--- config.mk ---
export PLATFORM = sky130hd
export DESIGN_NAME = pfm_packet_fifo
export DESIGN_NICKNAME = d
export VERILOG_FILES = /design/src/design/pfm_pkg.sv /design/src/design/pfm_packet_fifo.sv /design/src/design/pfm_sync_match.sv
export SDC_FILE = /design/constraint.sdc
export NUM_CORES = 1
export LEC_CHECK = 0
export ABC_AREA = 0
export BUFFER_PORTS_ARGS = -buffer_cell sky130_fd_sc_hd__buf_4
export CELL_PAD_IN_SITES_DETAIL_PLACEMENT = 1
export CELL_PAD_IN_SITES_GLOBAL_PLACEMENT = 2
export CORE_MARGIN = 2
export CORE_UTILIZATION = 45
export CTS_CLUSTER_DIAMETER = 50
export DETAILED_ROUTE_END_ITERATION = 12
export PLACE_DENSITY = 0.94
export SYNTH_ARGS = -nofsm -noshare
export SYNTH_HDL_FRONTEND = slang
export SYNTH_HIERARCHICAL = 1
export SYNTH_SLANG_ARGS = --single-unit
--- constraint.sdc ---
create_clock -name clk -period 10.15 [get_ports clk]
set_input_delay 0.5075 -clock clk [delete_from_list [all_inputs] [get_ports clk]]
set_output_delay 0.5075 -clock clk [all_outputs]
set_load 0.005 [all_outputs]
--- src/design/pfm_pkg.sv ---
// Purpose: shared constants and types of the packet fifo and pattern match
// Assumes: one 40 MHz clock, byte wide fifo
// Notes:   chip mode codes are the encoding of the chip_mode input
package pfm_pkg;

    // ==========================================================
    // fifo geometry
    localparam int          FIFO_DEPTH = 64;
    localparam int          PTR_W      = 6;
    localparam int          CNT_W      = 7;
    localparam int          BYTE_W     = 8;

    // ==========================================================
    // chip modes
    localparam logic [1:0]  MODE_SLEEP = 2'h0;
    localparam logic [1:0]  MODE_STDBY = 2'h1;
    localparam logic [1:0]  MODE_TX    = 2'h2;
    localparam logic [1:0]  MODE_RX    = 2'h3;

    // ==========================================================
    // frame layout
    localparam logic [10:0] PAY_MAX_SHORT  = 11'h0ff;
    localparam logic [10:0] PAY_MAX_LONG   = 11'h7ff;
    localparam logic [7:0]  PREAMBLE_BYTE  = 8'haa;
    localparam int          PREAMBLE_BYTES = 3;
    localparam int          PATTERN_W      = 64;

    // ==========================================================
    // reset values
    localparam logic        RST_VACANT  = 1'b1;
    localparam logic        RST_SETTLED = 1'b1;
    localparam logic        RST_OE_N    = 1'b1;

    // ==========================================================
    // frame engine states
    typedef enum logic [5:0] {
        ENG_IDLE  = 6'h01,
        ENG_PRE   = 6'h02,
        ENG_SYNC  = 6'h04,
        ENG_PAY   = 6'h08,
        ENG_RXPAY = 6'h10,
        ENG_END   = 6'h20
    } pfm_eng_t;

endpackage : pfm_pkg

--- src/design/pfm_packet_fifo.sv ---
// Purpose: 64 byte fifo, serial shifter and frame engine of the fsk path
// Assumes: bit_tick is one cycle per bit at the programmed bit rate
// Notes:   host fifo access is one byte per host_wr or host_rd pulse
//
// Notes on behaviour
// continuous mode passes bits on the data pin; packet mode uses fifo
// packet frames carry preamble, pattern, payload; payload capped 255/2047
// fifo is one byte wide, whole byte accesses from the host only
// fifo depth is sixty-four bytes
// transmit shifter sends fifo bytes msb first at the bit rate
// receive shifter gathers bits and writes each whole byte to fifo
// host waits for mode settled flag before using fifo after sleep
// vacant source high exactly when fifo holds no byte
// vacant source updates at select falling edge; host rechecks it
// filled source high exactly when all sixty-four bytes held
// write into full fifo is dropped and flags overflow; clear empties
// frame transmitted source rises after last bit of the frame
// threshold source re-evaluated only on fifo read or write
// threshold source frozen once full until fifo emptied
// fifo kept across standby/sleep and on entering transmit
// fifo kept when leaving receive for standby or sleep
// fifo cleared entering receive, receive to transmit, leaving transmit
// pattern recognition needs enable; continuous mode needs bit sync
// incoming bits shift through comparator; full agreement sets flag
// first bit meets pattern bit 63, last meets bit 0 of last byte
// matched flag cleared on leaving receive or fifo becoming empty
// pattern length one to eight bytes, also used for sent pattern
// host never programs a zero byte into the pattern value
// threshold source high when stored count exceeds threshold
`timescale 1ns/1ps
module pfm_packet_fifo
    import pfm_pkg::*;
#(
    parameter int DEPTH    = FIFO_DEPTH,
    parameter int PRE_LEN  = PREAMBLE_BYTES
)(
    input  wire logic                 clk,
    input  wire logic                 arst_n,
    input  wire logic                 clk_en,
    input  wire logic [1:0]           chip_mode,
    input  wire logic                 packet_mode,
    input  wire logic                 spi_select_n,
    input  wire logic                 host_wr,
    input  wire logic [BYTE_W-1:0]    host_wdata,
    input  wire logic                 host_rd,
    output logic [BYTE_W-1:0]         host_rdata,
    input  wire logic                 overflow_clear,
    input  wire logic [PTR_W-1:0]     fill_trigger_count,
    input  wire logic [10:0]          payload_length,
    input  wire logic                 long_length,
    input  wire logic                 unlimited_length,
    input  wire logic                 pattern_match_enable,
    input  wire logic                 bit_sync_enable,
    input  wire logic [2:0]           pattern_length_field,
    input  wire logic [PATTERN_W-1:0] pattern_value_field,
    input  wire logic                 bit_tick,
    input  wire logic                 demod_bit,
    output logic                      mod_bit,
    input  wire logic                 serial_data_in,
    output logic                      serial_data_out,
    output logic                      serial_data_oe_n,
    output logic                      fifo_vacant_src,
    output logic                      fifo_filled_src,
    output logic                      fifo_overflow_flag,
    output logic                      frame_transmitted_src,
    output logic                      fill_trigger_src,
    output logic                      mode_settled_flag,
    output logic                      pattern_matched_flag
);

    typedef struct packed {
        logic [DEPTH-1:0][BYTE_W-1:0] mem;
        logic [PTR_W-1:0]  wptr;
        logic [PTR_W-1:0]  rptr;
        logic [CNT_W-1:0]  cnt;
        logic [BYTE_W-1:0] rdata;
        logic              vacant;
        logic              filled;
        logic              ovf;
        logic              trig;
        logic              trig_frozen;
        logic              sent;
        logic              settled;
        logic [1:0]        prev_mode;
        logic              prev_sel_n;
        pfm_eng_t          eng;
        logic [BYTE_W-1:0] sh;
        logic [2:0]        bits_left;
        logic [10:0]       byte_idx;
        logic              mod_bit;
        logic              sdo;
        logic              sdo_oe_n;
    } pfm_state_t;

    localparam logic [CNT_W-1:0] FULL_CNT = CNT_W'(DEPTH);
    localparam logic [10:0]      PRE_LAST = 11'(PRE_LEN - 1);

    pfm_state_t        s_r;
    pfm_state_t        s_nxt;
    logic              mode_chg;
    logic              in_tx;
    logic              in_rx;
    logic              flush;
    logic [10:0]       len_cap;
    logic [10:0]       len_eff;
    logic              sr_rd;
    logic              sr_wr;
    logic [BYTE_W-1:0] sr_wdata;
    logic [BYTE_W-1:0] fetch;
    logic              fetch_go;
    logic              tx_done;
    logic              host_w;
    logic              host_r;
    logic              wr_req;
    logic              wr_ok;
    logic              rd_ok;
    logic              ovf_evt;
    logic [CNT_W-1:0]  cnt_nxt;
    logic              match_en;
    logic              match_bit;
    logic              match_clr;
    logic              sync_hit;

    function automatic logic [7:0] pfm_sync_byte(
        input logic [PATTERN_W-1:0] v,
        input logic [2:0]           k
    );
        logic [5:0] top;
        top = 6'd63 - {k, 3'b000};
        pfm_sync_byte = v[top -: 8];
    endfunction : pfm_sync_byte

    // ==========================================================
    // next state
    always_comb begin
        s_nxt    = s_r;
        in_tx    = (chip_mode == MODE_TX);
        in_rx    = (chip_mode == MODE_RX);
        mode_chg = (chip_mode != s_r.prev_mode);
        // transmit exit, receive entry and rx to tx empty the fifo
        flush    = overflow_clear | (mode_chg &
                   ((s_r.prev_mode == MODE_TX) || in_rx ||
                    ((s_r.prev_mode == MODE_RX) && in_tx)));
        len_cap  = long_length ? PAY_MAX_LONG : PAY_MAX_SHORT;
        len_eff  = (payload_length > len_cap) ? len_cap : payload_length;
        sr_rd    = 1'b0;
        sr_wr    = 1'b0;
        sr_wdata = 8'h00;
        fetch    = 8'h00;
        fetch_go = 1'b0;
        tx_done  = 1'b0;

        // frame engine
        case (s_r.eng)
            ENG_IDLE: begin
                if (packet_mode && in_tx && !s_r.sent) begin
                    s_nxt.eng      = ENG_PRE;
                    s_nxt.byte_idx = 11'h000;
                    s_nxt.bits_left = 3'h0;
                end else if (packet_mode && in_rx && sync_hit) begin
                    s_nxt.eng       = ENG_RXPAY;
                    s_nxt.byte_idx  = 11'h000;
                    s_nxt.bits_left = 3'h0;
                end
            end
            ENG_PRE, ENG_SYNC, ENG_PAY: begin
                if (bit_tick && s_r.bits_left != 3'h0) begin
                    s_nxt.mod_bit   = s_r.sh[7];
                    s_nxt.sh        = {s_r.sh[6:0], 1'b0};
                    s_nxt.bits_left = s_r.bits_left - 3'h1;
                end else if (bit_tick && s_r.eng == ENG_PRE) begin
                    fetch          = PREAMBLE_BYTE;
                    fetch_go       = 1'b1;
                    s_nxt.byte_idx = s_r.byte_idx + 11'h001;
                    if (s_r.byte_idx == PRE_LAST) begin
                        s_nxt.eng      = ENG_SYNC;
                        s_nxt.byte_idx = 11'h000;
                    end
                end else if (bit_tick && s_r.eng == ENG_SYNC) begin
                    fetch    = pfm_sync_byte(pattern_value_field,
                                             s_r.byte_idx[2:0]);
                    fetch_go = 1'b1;
                    s_nxt.byte_idx = s_r.byte_idx + 11'h001;
                    if (s_r.byte_idx[2:0] == pattern_length_field) begin
                        s_nxt.eng      = ENG_PAY;
                        s_nxt.byte_idx = 11'h000;
                    end
                end else if (bit_tick) begin
                    if (unlimited_length ? (s_r.cnt == 7'h00)
                                         : (s_r.byte_idx == len_eff)) begin
                        tx_done   = 1'b1;
                        s_nxt.eng = ENG_END;
                    end else if (s_r.cnt != 7'h00) begin
                        fetch    = s_r.mem[s_r.rptr];
                        fetch_go = 1'b1;
                        sr_rd    = 1'b1;
                        s_nxt.byte_idx = s_r.byte_idx + 11'h001;
                    end
                end
                if (fetch_go) begin
                    s_nxt.mod_bit   = fetch[7];
                    s_nxt.sh        = {fetch[6:0], 1'b0};
                    s_nxt.bits_left = 3'h7;
                end
            end
            ENG_RXPAY: begin
                if (bit_tick) begin
                    s_nxt.sh        = {s_r.sh[6:0], demod_bit};
                    s_nxt.bits_left = s_r.bits_left + 3'h1;
                    if (s_r.bits_left == 3'h7) begin
                        sr_wr          = 1'b1;
                        sr_wdata       = {s_r.sh[6:0], demod_bit};
                        s_nxt.byte_idx = s_r.byte_idx + 11'h001;
                        if (!unlimited_length &&
                            (s_r.byte_idx + 11'h001 >= len_eff)) begin
                            s_nxt.eng = ENG_END;
                        end
                    end
                end
            end
            ENG_END: begin
                s_nxt.eng = ENG_END;
            end
            default: begin
                s_nxt.eng = ENG_IDLE;
            end
        endcase
        if (mode_chg) begin
            s_nxt.eng       = ENG_IDLE;
            s_nxt.bits_left = 3'h0;
            s_nxt.byte_idx  = 11'h000;
        end

        // continuous mode: bits bypass the fifo
        if (!packet_mode && in_tx && bit_tick) begin
            s_nxt.mod_bit = serial_data_in;
        end
        if (!packet_mode && in_rx && bit_tick) begin
            s_nxt.sdo = demod_bit;
        end
        s_nxt.sdo_oe_n = ~(!packet_mode && in_rx);

        // fifo
        host_w  = host_wr & ~in_rx;
        host_r  = host_rd & ~in_tx;
        wr_req  = host_w | sr_wr;
        ovf_evt = wr_req & (s_r.cnt == FULL_CNT);
        wr_ok   = wr_req & (s_r.cnt != FULL_CNT);
        rd_ok   = (host_r | sr_rd) & (s_r.cnt != 7'h00);
        cnt_nxt = s_r.cnt + CNT_W'(wr_ok) - CNT_W'(rd_ok);
        if (flush) begin
            cnt_nxt     = 7'h00;
            s_nxt.wptr  = 6'h00;
            s_nxt.rptr  = 6'h00;
        end else begin
            if (wr_ok) begin
                s_nxt.mem[s_r.wptr] = sr_wr ? sr_wdata : host_wdata;
                s_nxt.wptr          = s_r.wptr + 6'h01;
            end
            if (rd_ok) begin
                s_nxt.rptr = s_r.rptr + 6'h01;
                if (host_r && !sr_rd) begin
                    s_nxt.rdata = s_r.mem[s_r.rptr];
                end
            end
        end
        s_nxt.cnt = cnt_nxt;

        // status sources
        s_nxt.ovf    = ovf_evt | (s_r.ovf & ~overflow_clear);
        s_nxt.filled = (cnt_nxt == FULL_CNT);
        if (!spi_select_n && s_r.prev_sel_n) begin
            s_nxt.vacant = (cnt_nxt == 7'h00);
        end else if (spi_select_n) begin
            s_nxt.vacant = (cnt_nxt == 7'h00);
        end
        if (cnt_nxt == FULL_CNT) begin
            s_nxt.trig_frozen = 1'b1;
        end else if (cnt_nxt == 7'h00) begin
            s_nxt.trig_frozen = 1'b0;
        end
        if ((wr_ok || rd_ok) && !s_nxt.trig_frozen) begin
            s_nxt.trig = (cnt_nxt > {1'b0, fill_trigger_count});
        end
        s_nxt.sent       = tx_done | (s_r.sent & ~mode_chg);
        s_nxt.settled    = ~mode_chg;
        s_nxt.prev_mode  = chip_mode;
        s_nxt.prev_sel_n = spi_select_n;

        // pattern recognition feed
        match_en  = pattern_match_enable & (packet_mode | bit_sync_enable);
        match_bit = bit_tick & in_rx & (s_r.eng == ENG_IDLE);
        match_clr = ~in_rx | ((s_r.cnt != 7'h00) && (cnt_nxt == 7'h00));
    end

    always_ff @(posedge clk or negedge arst_n) begin
        if (!arst_n) begin
            s_r            <= '0;
            s_r.vacant     <= RST_VACANT;
            s_r.settled    <= RST_SETTLED;
            s_r.sdo_oe_n   <= RST_OE_N;
            s_r.prev_sel_n <= 1'b1;
            s_r.eng        <= ENG_IDLE;
        end else if (clk_en) begin
            s_r <= s_nxt;
        end
    end

    // ==========================================================
    // pattern recognizer
    pfm_sync_match u_match (
        .clk     (clk),
        .arst_n  (arst_n),
        .clk_en  (clk_en),
        .enable  (match_en),
        .bit_valid (match_bit),
        .bit_in  (demod_bit),
        .length  (pattern_length_field),
        .value   (pattern_value_field),
        .clear   (match_clr),
        .matched (pattern_matched_flag),
        .hit     (sync_hit)
    );

    assign host_rdata            = s_r.rdata;
    assign mod_bit               = s_r.mod_bit;
    assign serial_data_out       = s_r.sdo;
    assign serial_data_oe_n      = s_r.sdo_oe_n;
    assign fifo_vacant_src       = s_r.vacant;
    assign fifo_filled_src       = s_r.filled;
    assign fifo_overflow_flag    = s_r.ovf;
    assign frame_transmitted_src = s_r.sent;
    assign fill_trigger_src      = s_r.trig;
    assign mode_settled_flag     = s_r.settled;
endmodule : pfm_packet_fifo

--- src/design/pfm_sync_match.sv ---
// Purpose: sliding comparator of received bits against the pattern value
// Assumes: bit_valid marks one demodulated bit per pulse
// Notes:   matched flag is sticky until clear; a new hit beats the clear
`timescale 1ns/1ps
module pfm_sync_match
    import pfm_pkg::*;
(
    input  wire logic                 clk,
    input  wire logic                 arst_n,
    input  wire logic                 clk_en,
    input  wire logic                 enable,
    input  wire logic                 bit_valid,
    input  wire logic                 bit_in,
    input  wire logic [2:0]           length,
    input  wire logic [PATTERN_W-1:0] value,
    input  wire logic                 clear,
    output logic                      matched,
    output logic                      hit
);

    typedef struct packed {
        logic [PATTERN_W-1:0] hist;
        logic                 fresh;
        logic                 matched;
        logic                 hit;
    } pfm_match_st_t;

    pfm_match_st_t        s_r;
    pfm_match_st_t        s_nxt;
    logic [6:0]           nbits;
    logic [6:0]           shamt;
    logic [PATTERN_W-1:0] mask;
    logic                 hit_now;

    // ==========================================================
    // compare
    always_comb begin
        s_nxt   = s_r;
        nbits   = 7'({length, 3'b000}) + 7'd8;
        shamt   = 7'd64 - nbits;
        mask    = {PATTERN_W{1'b1}} >> shamt;
        // oldest bit against value[63], newest against bit 0 of last byte
        hit_now = enable && s_r.fresh &&
                  (((s_r.hist ^ (value >> shamt)) & mask) == 64'h0);
        // zero history never matches a pattern free of zero bytes
        s_nxt.fresh = 1'b0;
        if (!enable) begin
            s_nxt.hist = 64'h0;
        end else if (bit_valid) begin
            s_nxt.hist  = {s_r.hist[PATTERN_W-2:0], bit_in};
            s_nxt.fresh = 1'b1;
        end
        s_nxt.hit     = hit_now;
        s_nxt.matched = hit_now | (s_r.matched & ~clear);
    end

    always_ff @(posedge clk or negedge arst_n) begin
        if (!arst_n) begin
            s_r <= '0;
        end else if (clk_en) begin
            s_r <= s_nxt;
        end
    end

    assign matched = s_r.matched;
    assign hit     = s_r.hit;
endmodule : pfm_sync_match

# Yosys cells after proc, flatten, opt, wreduce, memory -nomap -nowiden
# Cells that the tools add are included.
# Widths: inputs -> output; s select.
word_totals:
  word_cells: 307
  input_bits: 109
  reg_bits: 647
  out_inout_bits: 18
classes:
  shifts: 3
  addsub: 10
  n_reduce_logical: 55
  eq_ne: 33
  n_bitwise: 29
  order_cmp: 6
  n_mux: 83
op_table:
  columns: ["cell", "count"]
  rows:
  - ["$bwmux 512", 1]
  - ["$mux 11", 13]
  - ["$mux 8", 12]
  - ["$mux 6", 14]
  - ["$shiftx 71x7->8", 1]
  - ["$mux 65", 1]
  - ["$and 64x64->64", 1]
  - ["$logic_not 64->1", 1]
  - ["$mux 64", 1]
  - ["$shr 64x7->64", 1]
  - ["$shr 64x7->64 const A", 1]
  - ["$xor 64x64->64", 1]
  - ["$bmux 8 s6", 1]
  - ["$demux 8 s6", 1]
  - ["$mux 14", 3]
  - ["$pmux 14 s3", 1]
  - ["$mux 1", 30]
  - ["$mux 28", 1]
  - ["$ne 5x5->1 const B", 5]
  - ["$pmux 6 s4", 1]
  - ["$logic_and 1x1->1", 20]
  - ["$pmux 8 s2", 1]
  - ["$ne 3x3->1 const B", 5]
  - ["$eq 7x7->1 const B", 2]
  - ["other kinds (48)", 100]

# Depth between registers and ports, before layout
# Gate-level depths: netlist of run 1.
logic_depth:
  depth_word: 21
  depth_mapped: 28
  ltp_nobuf: 27

# Modules after synthesis
# Netlist of run 1, hierarchy kept.
modules_own_cells:
  columns: ["module", "cells_per_inst", "area_each_um2", "n_inst", "seq_area_each_um2"]
  rows:
  - ["pfm_packet_fifo", 2610, 28338.4, 1, 14520.2]
  - ["pfm_sync_match", 519, 5211.2, 1, 1676.6]

# Worst setup path before layout of run 1
# No wires, ideal clock.
synth_timing:
  path_type: "input to register"
  startpoint: "input port long_length"
  endpoint: "register s_r (netlist bit fill_trigger_src)"
  stages: 25
  arrival_ps: 5412
  setup_time_ps: 134
  path_buffers: 1
  path_slack_ps: 4604
  cell_sequence: "inv_1 -> ha_1 -> and3_4 -> or3_1 -> ha_1 -> a2111o_1 -> a21oi_1 -> nand4b_1 -> nor4_2 -> o31a_1 -> or2_1 -> clkbuf_2 -> inv_1 -> ha_1 -> fa_1 -> nand2b_1 -> a21oi_1 -> nor3_1 -> nor3b_1 -> ha_1 -> and3_1 -> a221oi_1 -> a41oi_1 -> nor4_1 -> a22oi_1"
synth_between:
  elab_chain_cells: 21
synth_rtl:
  columns: ["element", "line", "rtl"]
  rows:
  - ["from (decl)", "pfm_packet_fifo.sv:50", "input wire logic long_length,"]
  - ["$mux 11 *", "pfm_packet_fifo.sv:144", "len_cap = long_length ? PAY_MAX_LONG : PAY_MAX_SHORT;"]
  - ["$gt 11x11->1", "pfm_packet_fifo.sv:145", "len_eff = (payload_length > len_cap) ? len_cap : payload_length;"]
  - ["$mux 11 *", "pfm_packet_fifo.sv:145", null]
  - ["$eq 11x11->1 *", "pfm_packet_fifo.sv:190", ": (s_r.byte_idx == len_eff)) begin"]
  - ["$mux 1 * (2 in series)", "pfm_packet_fifo.sv:189", "if (unlimited_length ? (s_r.cnt == 7'h00)"]
  - ["$mux 1 *", "pfm_packet_fifo.sv:188", "end else if (bit_tick) begin"]
  - ["$mux 1 *", "pfm_packet_fifo.sv:179", "end else if (bit_tick && s_r.eng == ENG_SYNC) begin"]
  - ["$mux 1 *", "pfm_packet_fifo.sv:171", "end else if (bit_tick && s_r.eng == ENG_PRE) begin"]
  - ["[5 not listed]", null, null]
  - ["$mux 7 *", "pfm_packet_fifo.sv:251", "if (flush) begin"]
  - ["named net cnt_nxt[4]", "pfm_packet_fifo.sv:118", "logic [CNT_W-1:0] cnt_nxt;"]
  - ["$logic_not 7->1", "pfm_packet_fifo.sv:279", "end else if (cnt_nxt == 7'h00) begin"]
  - ["$mux 1", "pfm_packet_fifo.sv:279", null]
  - ["$mux 1", "pfm_packet_fifo.sv:277", "if (cnt_nxt == FULL_CNT) begin"]
  - ["$logic_not 1->1", "pfm_packet_fifo.sv:282", "if ((wr_ok || rd_ok) && !s_nxt.trig_frozen) begin"]
  - ["$logic_and 1x1->1", "pfm_packet_fifo.sv:282", null]
  - ["$reduce_and 2->1 (no line)", null, null]
  - ["to (signal assigned)", "pfm_packet_fifo.sv:305", "s_r <= s_nxt;"]
  - ["to (decl)", "pfm_packet_fifo.sv:98", "pfm_state_t s_r;"]
# The timed path passes the listed nets; every way through them passes the cells marked *.
# A chain may end at the register's enable or synchronous reset.

# Worst setup path in the final report of run 1
# Same ends and word-level chain as after synthesis.

==> reports/metrics.cfg, run 1 <==
[run_status]
status = finished clean

[layout]
largest_register_ffs = 563
area_delta_synth_final_pct = 12.3
top_register = s_r
layout.cells.non_filler = 4155
mostFrequentLayoutCell = dfrtp_1
diodes = 0
drive_gt1_share_pct = 18.8
fin_nets = 3269
layout_common_cells = dfrtp_1 (638), nand2_1 (439), o21ai_0 (384)
final_design_area_no_fill_um2 = 37700

[min_path]
min_path_type = in2reg

[logic_synthesis]
seq_area_frac_synth_pct = 48.3
synth_nets = 3277
synth_area_per_cell_um2 = 10.7
synth.distinct_cells = 92
ys_seq_elements = 647
synth_area_um2 = 33500
synth_flop_cell = dfrtp_1
synth-edff-count = 0
synthCells = 3129
async_flop_share_pct = 100
ys_warn_count = 6

[clocking]
cts.sinks = 647
cts_setup_buffers = 0
clock_latency_ns = 0.64
clk_pin_slew_ns = 0.06
clock_tree.root_cell = clkbuf_16
clk_path_buf_depth = 3
cts_tree = built
cts-htree-levels = 3
cts_buffers = 82

[placed_design]
gp_congestion = 0.919
place_worst_setup_slack_ns = 3.66
dpl_cell_area_um2 = 34900
port-buffer-count = 126
placed_cells = 4005
hpwl_um = 68200

[global_route]
grt_pass1_vias = 27862
grt_max_degree = 192
antenna_found_initial = 0
grt_use_total_pct = 27.5
grt_pass1_wl_um = 166000
grt-ovfl-total = 0

[timing]
clock.fmax_mhz = 169
fin_crit_sh_pct = 58.4
hold_viol = 0
finalWorstSetupSlack_ns = 4.23
rsz0062_at_grt = no
worst_pin_slew_ns = 1.23
fin_crit_ns = 5.92
slew_headroom_pct = 17.7
drv_slew = 0
fin_setup_tns_ns = 0
setup_viol = 0
fin_skew_ns = 0.0338

[worst_setup_path]
timing_worst_setup_path_type = in2reg
cp.required_ns = 10.67
crit_path_end_kind = flop
worstPathMaxFanout = 7
cp-start-kind = input pin
arrival_ns = 6.45

[detailed_routing]
route.top_layer_used = met4
firstDrtPassIters = 5
drt-total-wl_um = 105000
num_vias = 26096
drc = 0
drt-initial-drc-count = 2230
met3_length_um = 6230
antenna_left = 0
met1_length_um = 43700
wire_per_inst_um = 25.2
via_per_inst = 6.28
met2WireLength_um = 51000

[power]
vdd_drop_max_v = 0.0000933
power.leakage_nw = 16.5
powerDensity_nw_per_um2 = 181

[floorplan]
dieHeight_um = 277
die-area_um2 = 76800
coreArea_um2 = 74100
die_w_um = 277
initial_core_util_pct = 45.3
rows = 100
pin_count = 127

[job]
max-cap-violations = 0

[area by class of cell]
cell class	count	area, um^2
fill	7854	36400
inverter	44	165
clock buffer	99	2200
tap	969	1210
multi-input combinational	2188	16100
clock inverter	50	559
sequential	647	16200
timing repair buffer	158	1210
[report_power, final]
group / internal [W] / switching [W] / total [W]
clock network: 0.00175 / 0.00120 / 0.00295
registers: 0.00266 / 0.0000850 / 0.00275
logic: 0.000449 / 0.000690 / 0.00114
total: 0.00486 / 0.00198 / 0.00684
[cell usage after synthesis, drive strengths merged (6+ instances only)]
master | n | area, um^2
dfrtp | 642 | 16100
nand2 | 440 | 1650
o21ai | 387 | 1940
nor2 | 273 | 1170
a21oi | 226 | 1130
mux4 | 184 | 4140
clkbuf | 151 | 568
buf | 99 | 601
mux2i | 80 | 805
a22o | 65 | 569
xnor2 | 60 | 526
mux2 | 44 | 499
inv | 43 | 161
nand3 | 42 | 228
xor2 | 42 | 375
ha | 38 | 475
nor4 | 28 | 359
nor3 | 18 | 105
and3 | 16 | 105
nor2b | 16 | 100
a22oi | 14 | 105
nand2b | 12 | 75.1
nand4 | 12 | 75.1
o211ai | 12 | 90.1
a211oi | 10 | 75.1
and2 | 10 | 62.6
o31ai | 10 | 75.1
or3 | 10 | 62.6
a31oi | 9 | 56.3
o21a | 8 | 61.3
a21o | 7 | 52.6
nand3b | 7 | 52.6
or2 | 7 | 43.8
nand4b | 6 | 52.6
o22ai | 6 | 37.5
or4 | 6 | 45.0
[path summary, 6_finish.rpt]
| kind | start | to | slack, ns | cells past startpoint |
|---|---|---|---|---|
| min in group asynchronous | arst_n | s_r[389] | 0.52 | 2 |
| hold / removal | spi_select_n | s_r[31] | 0.11 | 2 |
| max in group asynchronous | arst_n | s_r[454] | 7.09 | 4 |
| setup / recovery | long_length | fill_trigger_src | 4.23 | 25 |
| hold reg to reg | s_r[193] | s_r[193] | 0.48 | 2 |
| setup reg to reg | s_r[5] | fill_trigger_src | 4.48 | 20 |
[critical path: stages]
cell and delay, ns:
buf_4 0.13, inv_1 0.15, ha_1 0.29, a21o_1 0.25, or3_1 0.33, ha_1 0.31
a2111o_1 0.31, a21oi_1 0.13, nand4b_1 0.16, nor4_2 0.61, o31a_1 0.21, or2_1 0.20
inv_1 0.16, ha_1 0.25, fa_1 0.42, nand2b_1 0.16, a21oi_1 0.19, nor3_1 0.07
nor3b_1 0.37, ha_1 0.32, and3_1 0.19, a221oi_1 0.29, a41oi_1 0.10, nor4_1 0.20
a22oi_1 0.12
[through the flow]
| step | hold slack, ns | total power, W | util [%] |
|---|---|---|---|
| finish | 0.113 | 0.00684 | 50.9 |
| global route | 0.121 | 0.00711 | 50.9 |
| CTS | 0.0951 | 0.00688 | 50.9 |
| detailed placement | 0.466 | 0.00392 | 47.1 |
| global placement | 0.456 | 0.00388 | 47.1 |
| floorplan | 0.212 | 0.00352 | - |
[per-layer routing]
metal / GRT usage, % / up-vias
met5: 0 / -
met4: 11.3 / 0
met3: 3.92 / 215
met2: 45.1 / 894
met1: 37.0 / 13749
li1: - / 11238
[timing repair]
item                                   CTS  global route
endpoints found under the hold margin   11             0
hold buffers                             1             0
gates resized for setup                  0             0
[cells by family (layout without fill, tap and decap cells)]
group | after synthesis | count (layout) | share of synthesized area, %
flip-flops | 647 | 647 | 48.3
AND/OR/NAND/NOR | 929 | 929 | 13.2
multiplexers | 308 | 308 | 16.2
XOR/XNOR | 102 | 102 | 2.69
adder cells (fa/ha/maj) | 39 | 39 | 1.48
AO/OA/AOI/OAI | 810 | 810 | 14.2
buffers and inverters | 294 | 351 | 3.98
Power figures use the tool's default switching activity.
==> run 2, diff against run 1 <==
CORE_UTILIZATION = 42   (was 45)
PLACE_DENSITY = 0.89   (was 0.94)
clock period = 5.6 ns   (was 10.15 ns; I/O delays follow)
==> run 2 against run 1 <==
Critical path depth is 4 higher. Flip-flop and latch count stayed put. Combinational power is 95% higher. Hold slack worse by 0.058 ns. Register-to-register slack worse by 3.8 ns. Clock power is 91% higher. Non-clock buffer count is 50 higher. Cell count is 3.3% higher. Global-route usage is 1.6 points lower. Via count is 1.3% lower. Wire length is 1.3% higher. Critical endpoint unchanged.
==> reports/metrics.cfg, run 2 (synthesized netlist as in run 1, its figures left out) <==
[run_status]
status = finished clean  ; unchanged

[worst_setup_path]
cp-start-kind = input pin  ; unchanged
worstPathMaxFanout = 3  ; was 7
arrival_ns = 5.60  ; was 6.45 ns
reg2reg_depth = 21  ; was 20
r2r_start = s_r[11]  ; was s_r[5]
path_buf_inv = 5  ; was 3
cpPeakStageDelay_ns = 0.35  ; was 0.61 ns
critPathMostFrequentCell = ha_1  ; unchanged
timing_worst_setup_path_type = in2reg  ; unchanged
r2r_slack_ns = 0.72  ; was 4.48 ns
reg2reg_to = fill_trigger_src  ; unchanged
cp.required_ns = 6.11  ; was 10.67 ns
path_delay_family = compound AO/OA/AOI/OAI gates  ; was simple AND/OR/NAND/NOR gates
crit_path_end_kind = flop  ; unchanged
slowest_stage = or3_1  ; was nor4_2
startpoint = long_length  ; unchanged

[placed_design]
placed_cells = 4129  ; was 4005
port-buffer-count = 126  ; unchanged
hpwl_um = 70300  ; was 68200 um
gp_congestion = 0.906  ; was 0.919
place_worst_setup_slack_ns = -0.235  ; was 3.66 ns
dpl_cell_area_um2 = 35400  ; was 34900 um^2

[global_route]
grt-ovfl-total = 0  ; unchanged
grt_util_met1_pct = 35.0  ; was 37.0%
grt_use_met3_pct = 3.23  ; was 3.92%
antenna_found_initial = 0  ; unchanged
grt_use_total_pct = 25.9  ; was 27.5%
grt_use_met2_pct = 43.4  ; was 45.1%
grt_max_degree = 189  ; was 192
grt_pass1_vias = 27574  ; was 27862
busiest_layer = met2  ; unchanged
grt_pass1_wl_um = 166000  ; about the same

[layout]
layout_common_cells = dfrtp_1 (638), nand2_1 (439), o21ai_0 (384)  ; unchanged
largest_register_ffs = 563  ; unchanged
mostFrequentLayoutCell = dfrtp_1  ; unchanged
area_delta_synth_final_pct = 14.6  ; was 12.3%
fin_nets = 3323  ; was 3269
top_register = s_r  ; unchanged
fillers = 8403  ; was 7854
drive_gt1_share_pct = 20.0  ; was 18.8%
final_design_area_no_fill_um2 = 38400  ; was 37700 um^2
diodes = 0  ; unchanged
layout.cells.non_filler = 4294  ; was 4155

[floorplan]
die_w_um = 287  ; was 277 um
dieHeight_um = 287  ; was 277 um
pin_count = 127  ; unchanged
die-area_um2 = 82200  ; was 76800 um^2
rows = 103  ; was 100
initial_core_util_pct = 42.5  ; was 45.3%
coreArea_um2 = 79000  ; was 74100 um^2

[clocking]
clock_tree.root_cell = clkbuf_16  ; unchanged
cts.sinks = 647  ; unchanged
cts_buffers = 86  ; was 82
clock_latency_ns = 0.64  ; about the same
clk_path_buf_depth = 3  ; unchanged
clk_pin_slew_ns = 0.06  ; about the same
cts_tree = built  ; unchanged
cts-htree-levels = 3  ; unchanged

[timing]
fin_crit_sh_pct = 90.9
rsz0062_at_grt = no  ; unchanged
finalWorstSetupSlack_ns = 0.507  ; was 4.23 ns
drv_slew = 0  ; unchanged
worst_pin_slew_ns = 1.26  ; was 1.23 ns
slew_headroom_pct = 14.4  ; was 17.7%
clock.fmax_mhz = 196
fin_skew_ns = 0.0297  ; was 0.0338 ns
fin_crit_ns = 5.09
fin_setup_tns_ns = 0  ; unchanged
setup_viol = 0  ; unchanged
hold_viol = 0  ; unchanged

[detailed_routing]
num_vias = 25745  ; was 26096
firstDrtPassIters = 6  ; was 5
antenna_left = 0  ; unchanged
drc = 0  ; unchanged
wire_per_inst_um = 24.7  ; was 25.2 um
drt-initial-drc-count = 2078  ; was 2230
via_per_inst = 6.00  ; was 6.28
drt-total-wl_um = 106000  ; was 105000 um

[power]
powerDensity_nw_per_um2 = 334  ; was 181 nW/um^2
vdd_drop_max_v = 0.000214  ; was 0.0000933 V
power.leakage_nw = 16.8  ; was 16.5 nW

[min_path]
min_from = bit_tick  ; was spi_select_n
whs_endpoint = serial_data_out  ; was s_r[31]
hold_depth = 3  ; was 2
min_path_type = in2reg  ; unchanged

[job]
max-cap-violations = 0  ; unchanged

## run 2: through the flow
| stage | util, % | hold WS, ns | total power [W] |
|---|---|---|---|
| floorplan | - | -0.0156 | 0.00638 |
| global placement | 44.8 | 0.332 | 0.00719 |
| detailed placement | 44.8 | 0.342 | 0.00725 |
| CTS | 48.6 | 0.0227 | 0.0129 |
| global route | 48.7 | 0.0574 | 0.0134 |
| finish | 48.7 | 0.0545 | 0.0128 |
## run 2: metal layers
metal,wire length [um],part of all wire [%],vias to the layer above
met2,52000,49,728
li1,-,-,11335
met3,5390,5.1,180
met5,0,0,-
met4,3290,3.1,0
met1,45500,43,13502
## run 2: report_power, final
group | internal, W | leakage [nW] | switching (W)
registers | 0.00483 | 8.97 | 0.000153
logic | 0.000923 | 6.38 | 0.00129
clock network | 0.00343 | 1.43 | 0.00221
## run 2: cell type report
| type | instances | area, um^2 | area share, % |
|---|---|---|---|
| flip-flops and latches | 647 | 16200 | 42.2 |
| multi-input cells | 2188 | 16100 | 42.0 |
| clock buffers | 116 | 2450 | 6.36 |
| repair buffers | 208 | 1650 | 4.29 |
| well taps | 1050 | 1310 | 3.42 |
| clock inverters | 41 | 515 | 1.34 |
| inverters | 44 | 165 | 0.430 |
## run 2: worst reg2reg max path, delay by kind of cell, from the launching register on
kind	cells	cell delay, ns
AOI/OAI and AO/OA	7	1.42
adders and majority gates	4	1.13
buffers and inverters	2	0.21
DFF	1	0.48
and+or+nand+nor	8	1.52
## run 2: worst max-delay path by stage
stage | end | slack (ns) | cells after the start
final | fill_trigger_src | 0.51 | 29
after global routing | fill_trigger_src | 0.06 | 29
after CTS | fill_trigger_src | 0.43 | 27
after detailed placement | fill_trigger_src | -0.23 | 27
after global placement | fill_trigger_src | -0.12 | 29
after floorplan | fill_trigger_src | 0.28 | 25
## run 2: timing repair
item,4_1_cts,5_1_grt
buffers inserted,0,1
endpoints found under the setup margin,0,1
hold buffers,7,0
hold endpoints to repair,84,0
gates resized for setup,0,2
==> run 3, diff against run 2 <==
ABC_AREA = 1   (was 0)
CORE_UTILIZATION = 37   (was 42)
RECOVER_POWER = 100   (was not set)
==> run 3 against run 2 <==
The run now ends with capacitance limit, slew limit left. Global-route usage down 0.50 points. Non-clock buffer count up 6. Via count up 25%. Core utilization down 6.2 points. Fmax up 1.3%. Combinational power up 26%. Sequential share of layout area down 0.37 points. Final area up 0.88%. Setup slack better by 0.065 ns. Clock skew up 0.030 ns. Cell count up 35%.
==> reports/metrics.cfg, run 3 <==
[logic_synthesis]
synth.area.top_cells = dfrtp_1 (47%), nand2_1 (15%), o21ai_0 (10%)  ; was dfrtp_1 (48%), mux4_2 (12%), o21ai_0 (5.7%)
netlist.area_leader.share_pct = 47.3  ; was 47.9%
synth.top_cells.by_count = nand2_1 (1342), o21ai_0 (697), dfrtp_1 (642), nand3_1 (415), nor2_1 (360)  ; was dfrtp_1 (642), nand2_1 (439), o21ai_0 (384), nor2_1 (254), a21oi_1 (226)
synth_area_um2 = 33900  ; was 33500 um^2
yosysMostFrequentCell = nand2_1  ; was dfrtp_1
synth_nets = 4693  ; was 3277
ys_warn_count = 6  ; unchanged
synth_area_per_cell_um2 = 7.47  ; was 10.7 um^2
synth.distinct_cells = 48  ; was 92
synthCells = 4545  ; was 3129
async_flop_share_pct = 100  ; unchanged
synth_area_leader_cell = dfrtp_1  ; unchanged
ys_seq_elements = 647  ; unchanged
seq_area_frac_synth_pct = 47.7  ; was 48.3%
synth-edff-count = 0  ; unchanged
synth_flop_cell = dfrtp_1  ; unchanged

[layout]
top_register = s_r  ; unchanged
layout_common_cells = nand2_1 (1360), o21ai_0 (823), dfrtp_1 (639)  ; was dfrtp_1 (638), nand2_1 (439), o21ai_0 (384)
fillers = 11269  ; was 8403
area_delta_synth_final_pct = 14.2  ; was 14.6%
mostFrequentLayoutCell = nand2_1  ; was dfrtp_1
layout.cells.non_filler = 5808  ; was 4294
multiInputGateArea_um2 = 15700  ; was 16100 um^2
final-seq-area_um2 = 16200  ; about the same
fin_nets = 4696  ; was 3323
largest_register_ffs = 563  ; unchanged
drive_gt1_share_pct = 7.62  ; was 20.0%

[placed_design]
gp_congestion = 0.905  ; was 0.906
placed_cells = 5631  ; was 4129
port-buffer-count = 126  ; unchanged
hpwl_um = 76800  ; was 70300 um

[timing]
fin_crit_sh_pct = 89.8  ; was 90.9%
fin_setup_tns_ns = 0  ; unchanged
setup_viol = 0  ; unchanged
drv_slew = 804  ; was 0
hold_viol = 0  ; unchanged
worst_pin_slew_ns = 3.52  ; was 1.26 ns
rsz0062_at_grt = no  ; unchanged
slew_headroom_pct = -135  ; was 14.4%
fin_skew_ns = 0.0598  ; was 0.0297 ns
fin_crit_ns = 5.03  ; was 5.09 ns
clock.fmax_mhz = 199  ; was 196 MHz

[run_status]
violations = capacitance limit, slew limit
status = complete, but fails checks  ; was finished clean

[power]
power.total_w = 0.0135  ; was 0.0128 W
powerDensity_nw_per_um2 = 349  ; was 334 nW/um^2
power.leakage_nw = 18.1  ; was 16.8 nW
vdd_drop_max_v = 0.000226  ; was 0.000214 V
pwr-share-seq_pct = 36.8  ; was 38.8%
combinationalPowerShare_pct = 20.7  ; was 17.3%
switching_share_pct = 32.2  ; was 28.5%
netSwitchingPower_w = 0.00436  ; was 0.00366 W
internal-power_w = 0.00917  ; was 0.00918 W
p_clk_share_pct = 42.5  ; was 44.0%

[floorplan]
coreArea_um2 = 91200  ; was 79000 um^2
die-area_um2 = 94200  ; was 82200 um^2
dieHeight_um = 307  ; was 287 um
rows = 111  ; was 103
initial_core_util_pct = 37.2  ; was 42.5%
die_w_um = 307  ; was 287 um
pin_count = 127  ; unchanged

[detailed_routing]
drc = 0  ; unchanged
via_per_inst = 5.52  ; was 6.00
num_vias = 32059  ; was 25745
wire_per_inst_um = 20.8  ; was 24.7 um
drt-total-wl_um = 121000  ; was 106000 um
antenna_left = 0  ; unchanged
drt-initial-drc-count = 2459  ; was 2078
firstDrtPassIters = 5  ; was 6

[global_route]
grt_use_total_pct = 25.4  ; was 25.9%
grt_max_degree = 151  ; was 189
grt-ovfl-total = 0  ; unchanged
grt_pass1_vias = 32484  ; was 27574
antenna_found_initial = 2  ; was 0
grt_pass1_wl_um = 190000  ; was 166000 um

[worst_setup_path]
cp-start-kind = flop  ; was input pin
cpPeakStageDelay_ns = 0.94  ; was 0.35 ns
worstPathMaxFanout = 17  ; was 3
slowest_stage = nor4_1  ; was or3_1
crit_path_end_kind = flop  ; unchanged
cp.required_ns = 6.09  ; was 6.11 ns
timing_worst_setup_path_type = reg2reg  ; was in2reg
arrival_ns = 5.52  ; was 5.60 ns
cp_cell_sequence = nor2_1, nand2_1, nor3_4, nand3_2, inv_2, a21oi_1, nor2_1, inv_1, nor2_4, inv_1, nor4_1, clkbuf_1, nand2_2, nand2_1, o21ai_0

[clocking]
clk_path_buf_depth = 3  ; unchanged
clk_pin_slew_ns = 0.06  ; about the same
clock_latency_ns = 0.67  ; was 0.64 ns
cts_buffers = 89  ; was 86
cts.sinks = 647  ; unchanged
cts_tree = built  ; unchanged
cts_setup_buffers = 0  ; unchanged
cts-htree-levels = 3  ; unchanged
clock_tree.root_cell = clkbuf_16  ; unchanged

[job]
max-cap-violations = 9  ; was 0

[min_path]
min_path_type = in2reg  ; unchanged

run 3: cell types whose count changed after synthesis, sizes merged, moves of 43 or more:
cell	change
a21oi	-189
a22o	-65
clkbuf	+70
inv	+173
mux2	-43
mux2i	-80
mux4	-184
nand2	+928
nand3	+374
nor2	+90
o21ai	+470
o22ai	+168
xnor2	-54
run 3: area by class of cell:
type                            instances  area share, %
Antenna cell                            1        0.00645
Clock buffer                          117           6.25
Timing Repair Buffer                  214           4.00
Multi-Input combinational cell       3374           40.4
Clock inverter                         47           1.57
Tap cell                             1186           3.83
Inverter                              222           2.18
Sequential cell                       647           41.8
run 3: timing repair:
| action | CTS | global route |
|---|---|---|
| hold buffers | 12 | 0 |
| resized for setup | 0 | 0 |
| endpoints found under the hold margin | 110 | 0 |
| setup endpoints to repair | 0 | 0 |
run 3: per-stage QoR:
step                setup slack [ns]  instance area (um^2)  hold slack, ns  utilization, %
detailed placement             0.535                 35900           0.450            39.4
global route                   0.265                 38800           0.184            42.5
CTS                            0.879                 39100           0.113            42.8
global placement               0.686                 35900           0.443            39.4
floorplan                      0.915                 33900         -0.0156               -
finish                         0.572                 38800           0.144            42.5
run 3: worst paths after layout:
path,endpoint,depth (start not counted),slack (ns),start
max,s_r[158],15,0.57,s_r[26]
min,s_r[59],6,0.14,overflow_clear
max reg2reg,s_r[158],15,0.57,s_r[26]
min reg2reg,s_r[31],2,0.46,s_r[31]
max in group asynchronous,s_r[492],3,1.08,arst_n
min in group asynchronous,s_r[317],2,1.09,arst_n
run 3: worst max-delay path: cells and delay by family, from the launching register on:
| kind | cells | cell delay (ns) |
|---|---|---|
| AO/OA/AOI/OAI | 2 | 0.25 |
| buffers and inverters | 4 | 1.37 |
| flip-flops | 1 | 0.41 |
| AND/OR/NAND/NOR | 9 | 2.77 |
run 3: cells by family after synthesis:
group | synth area share (%)
AOI/OAI and AO/OA | 17.0
xor gates and xnor gates | 0.516
adders and majority gates | 1.46
buffers and inverters | 6.21
DFF | 47.7
muxes | 0.0332
and+or+nand+nor | 27.0
run 3: power by group through the flow:
stage,Combinational [W],Clock [W],Sequential [W]
after global placement,0.00277,0,0.00506
final,0.00280,0.00574,0.00498
after floorplan,0.00179,0,0.00502
after CTS,0.00285,0.00585,0.00499
after detailed placement,0.00282,0,0.00506
after global routing,0.00312,0.00604,0.00500
run 3: metal layers:
| layer | vias to the layer above | GRT usage [%] | part of all wire (%) |
|---|---|---|---|
| li1 | 15153 | - | - |
| met1 | 16027 | 34.1 | 45 |
| met2 | 655 | 42.6 | 48 |
| met3 | 222 | 2.67 | 3.6 |
| met4 | 2 | 9.23 | 3.6 |
| met5 | - | 0 | 0.0099 |
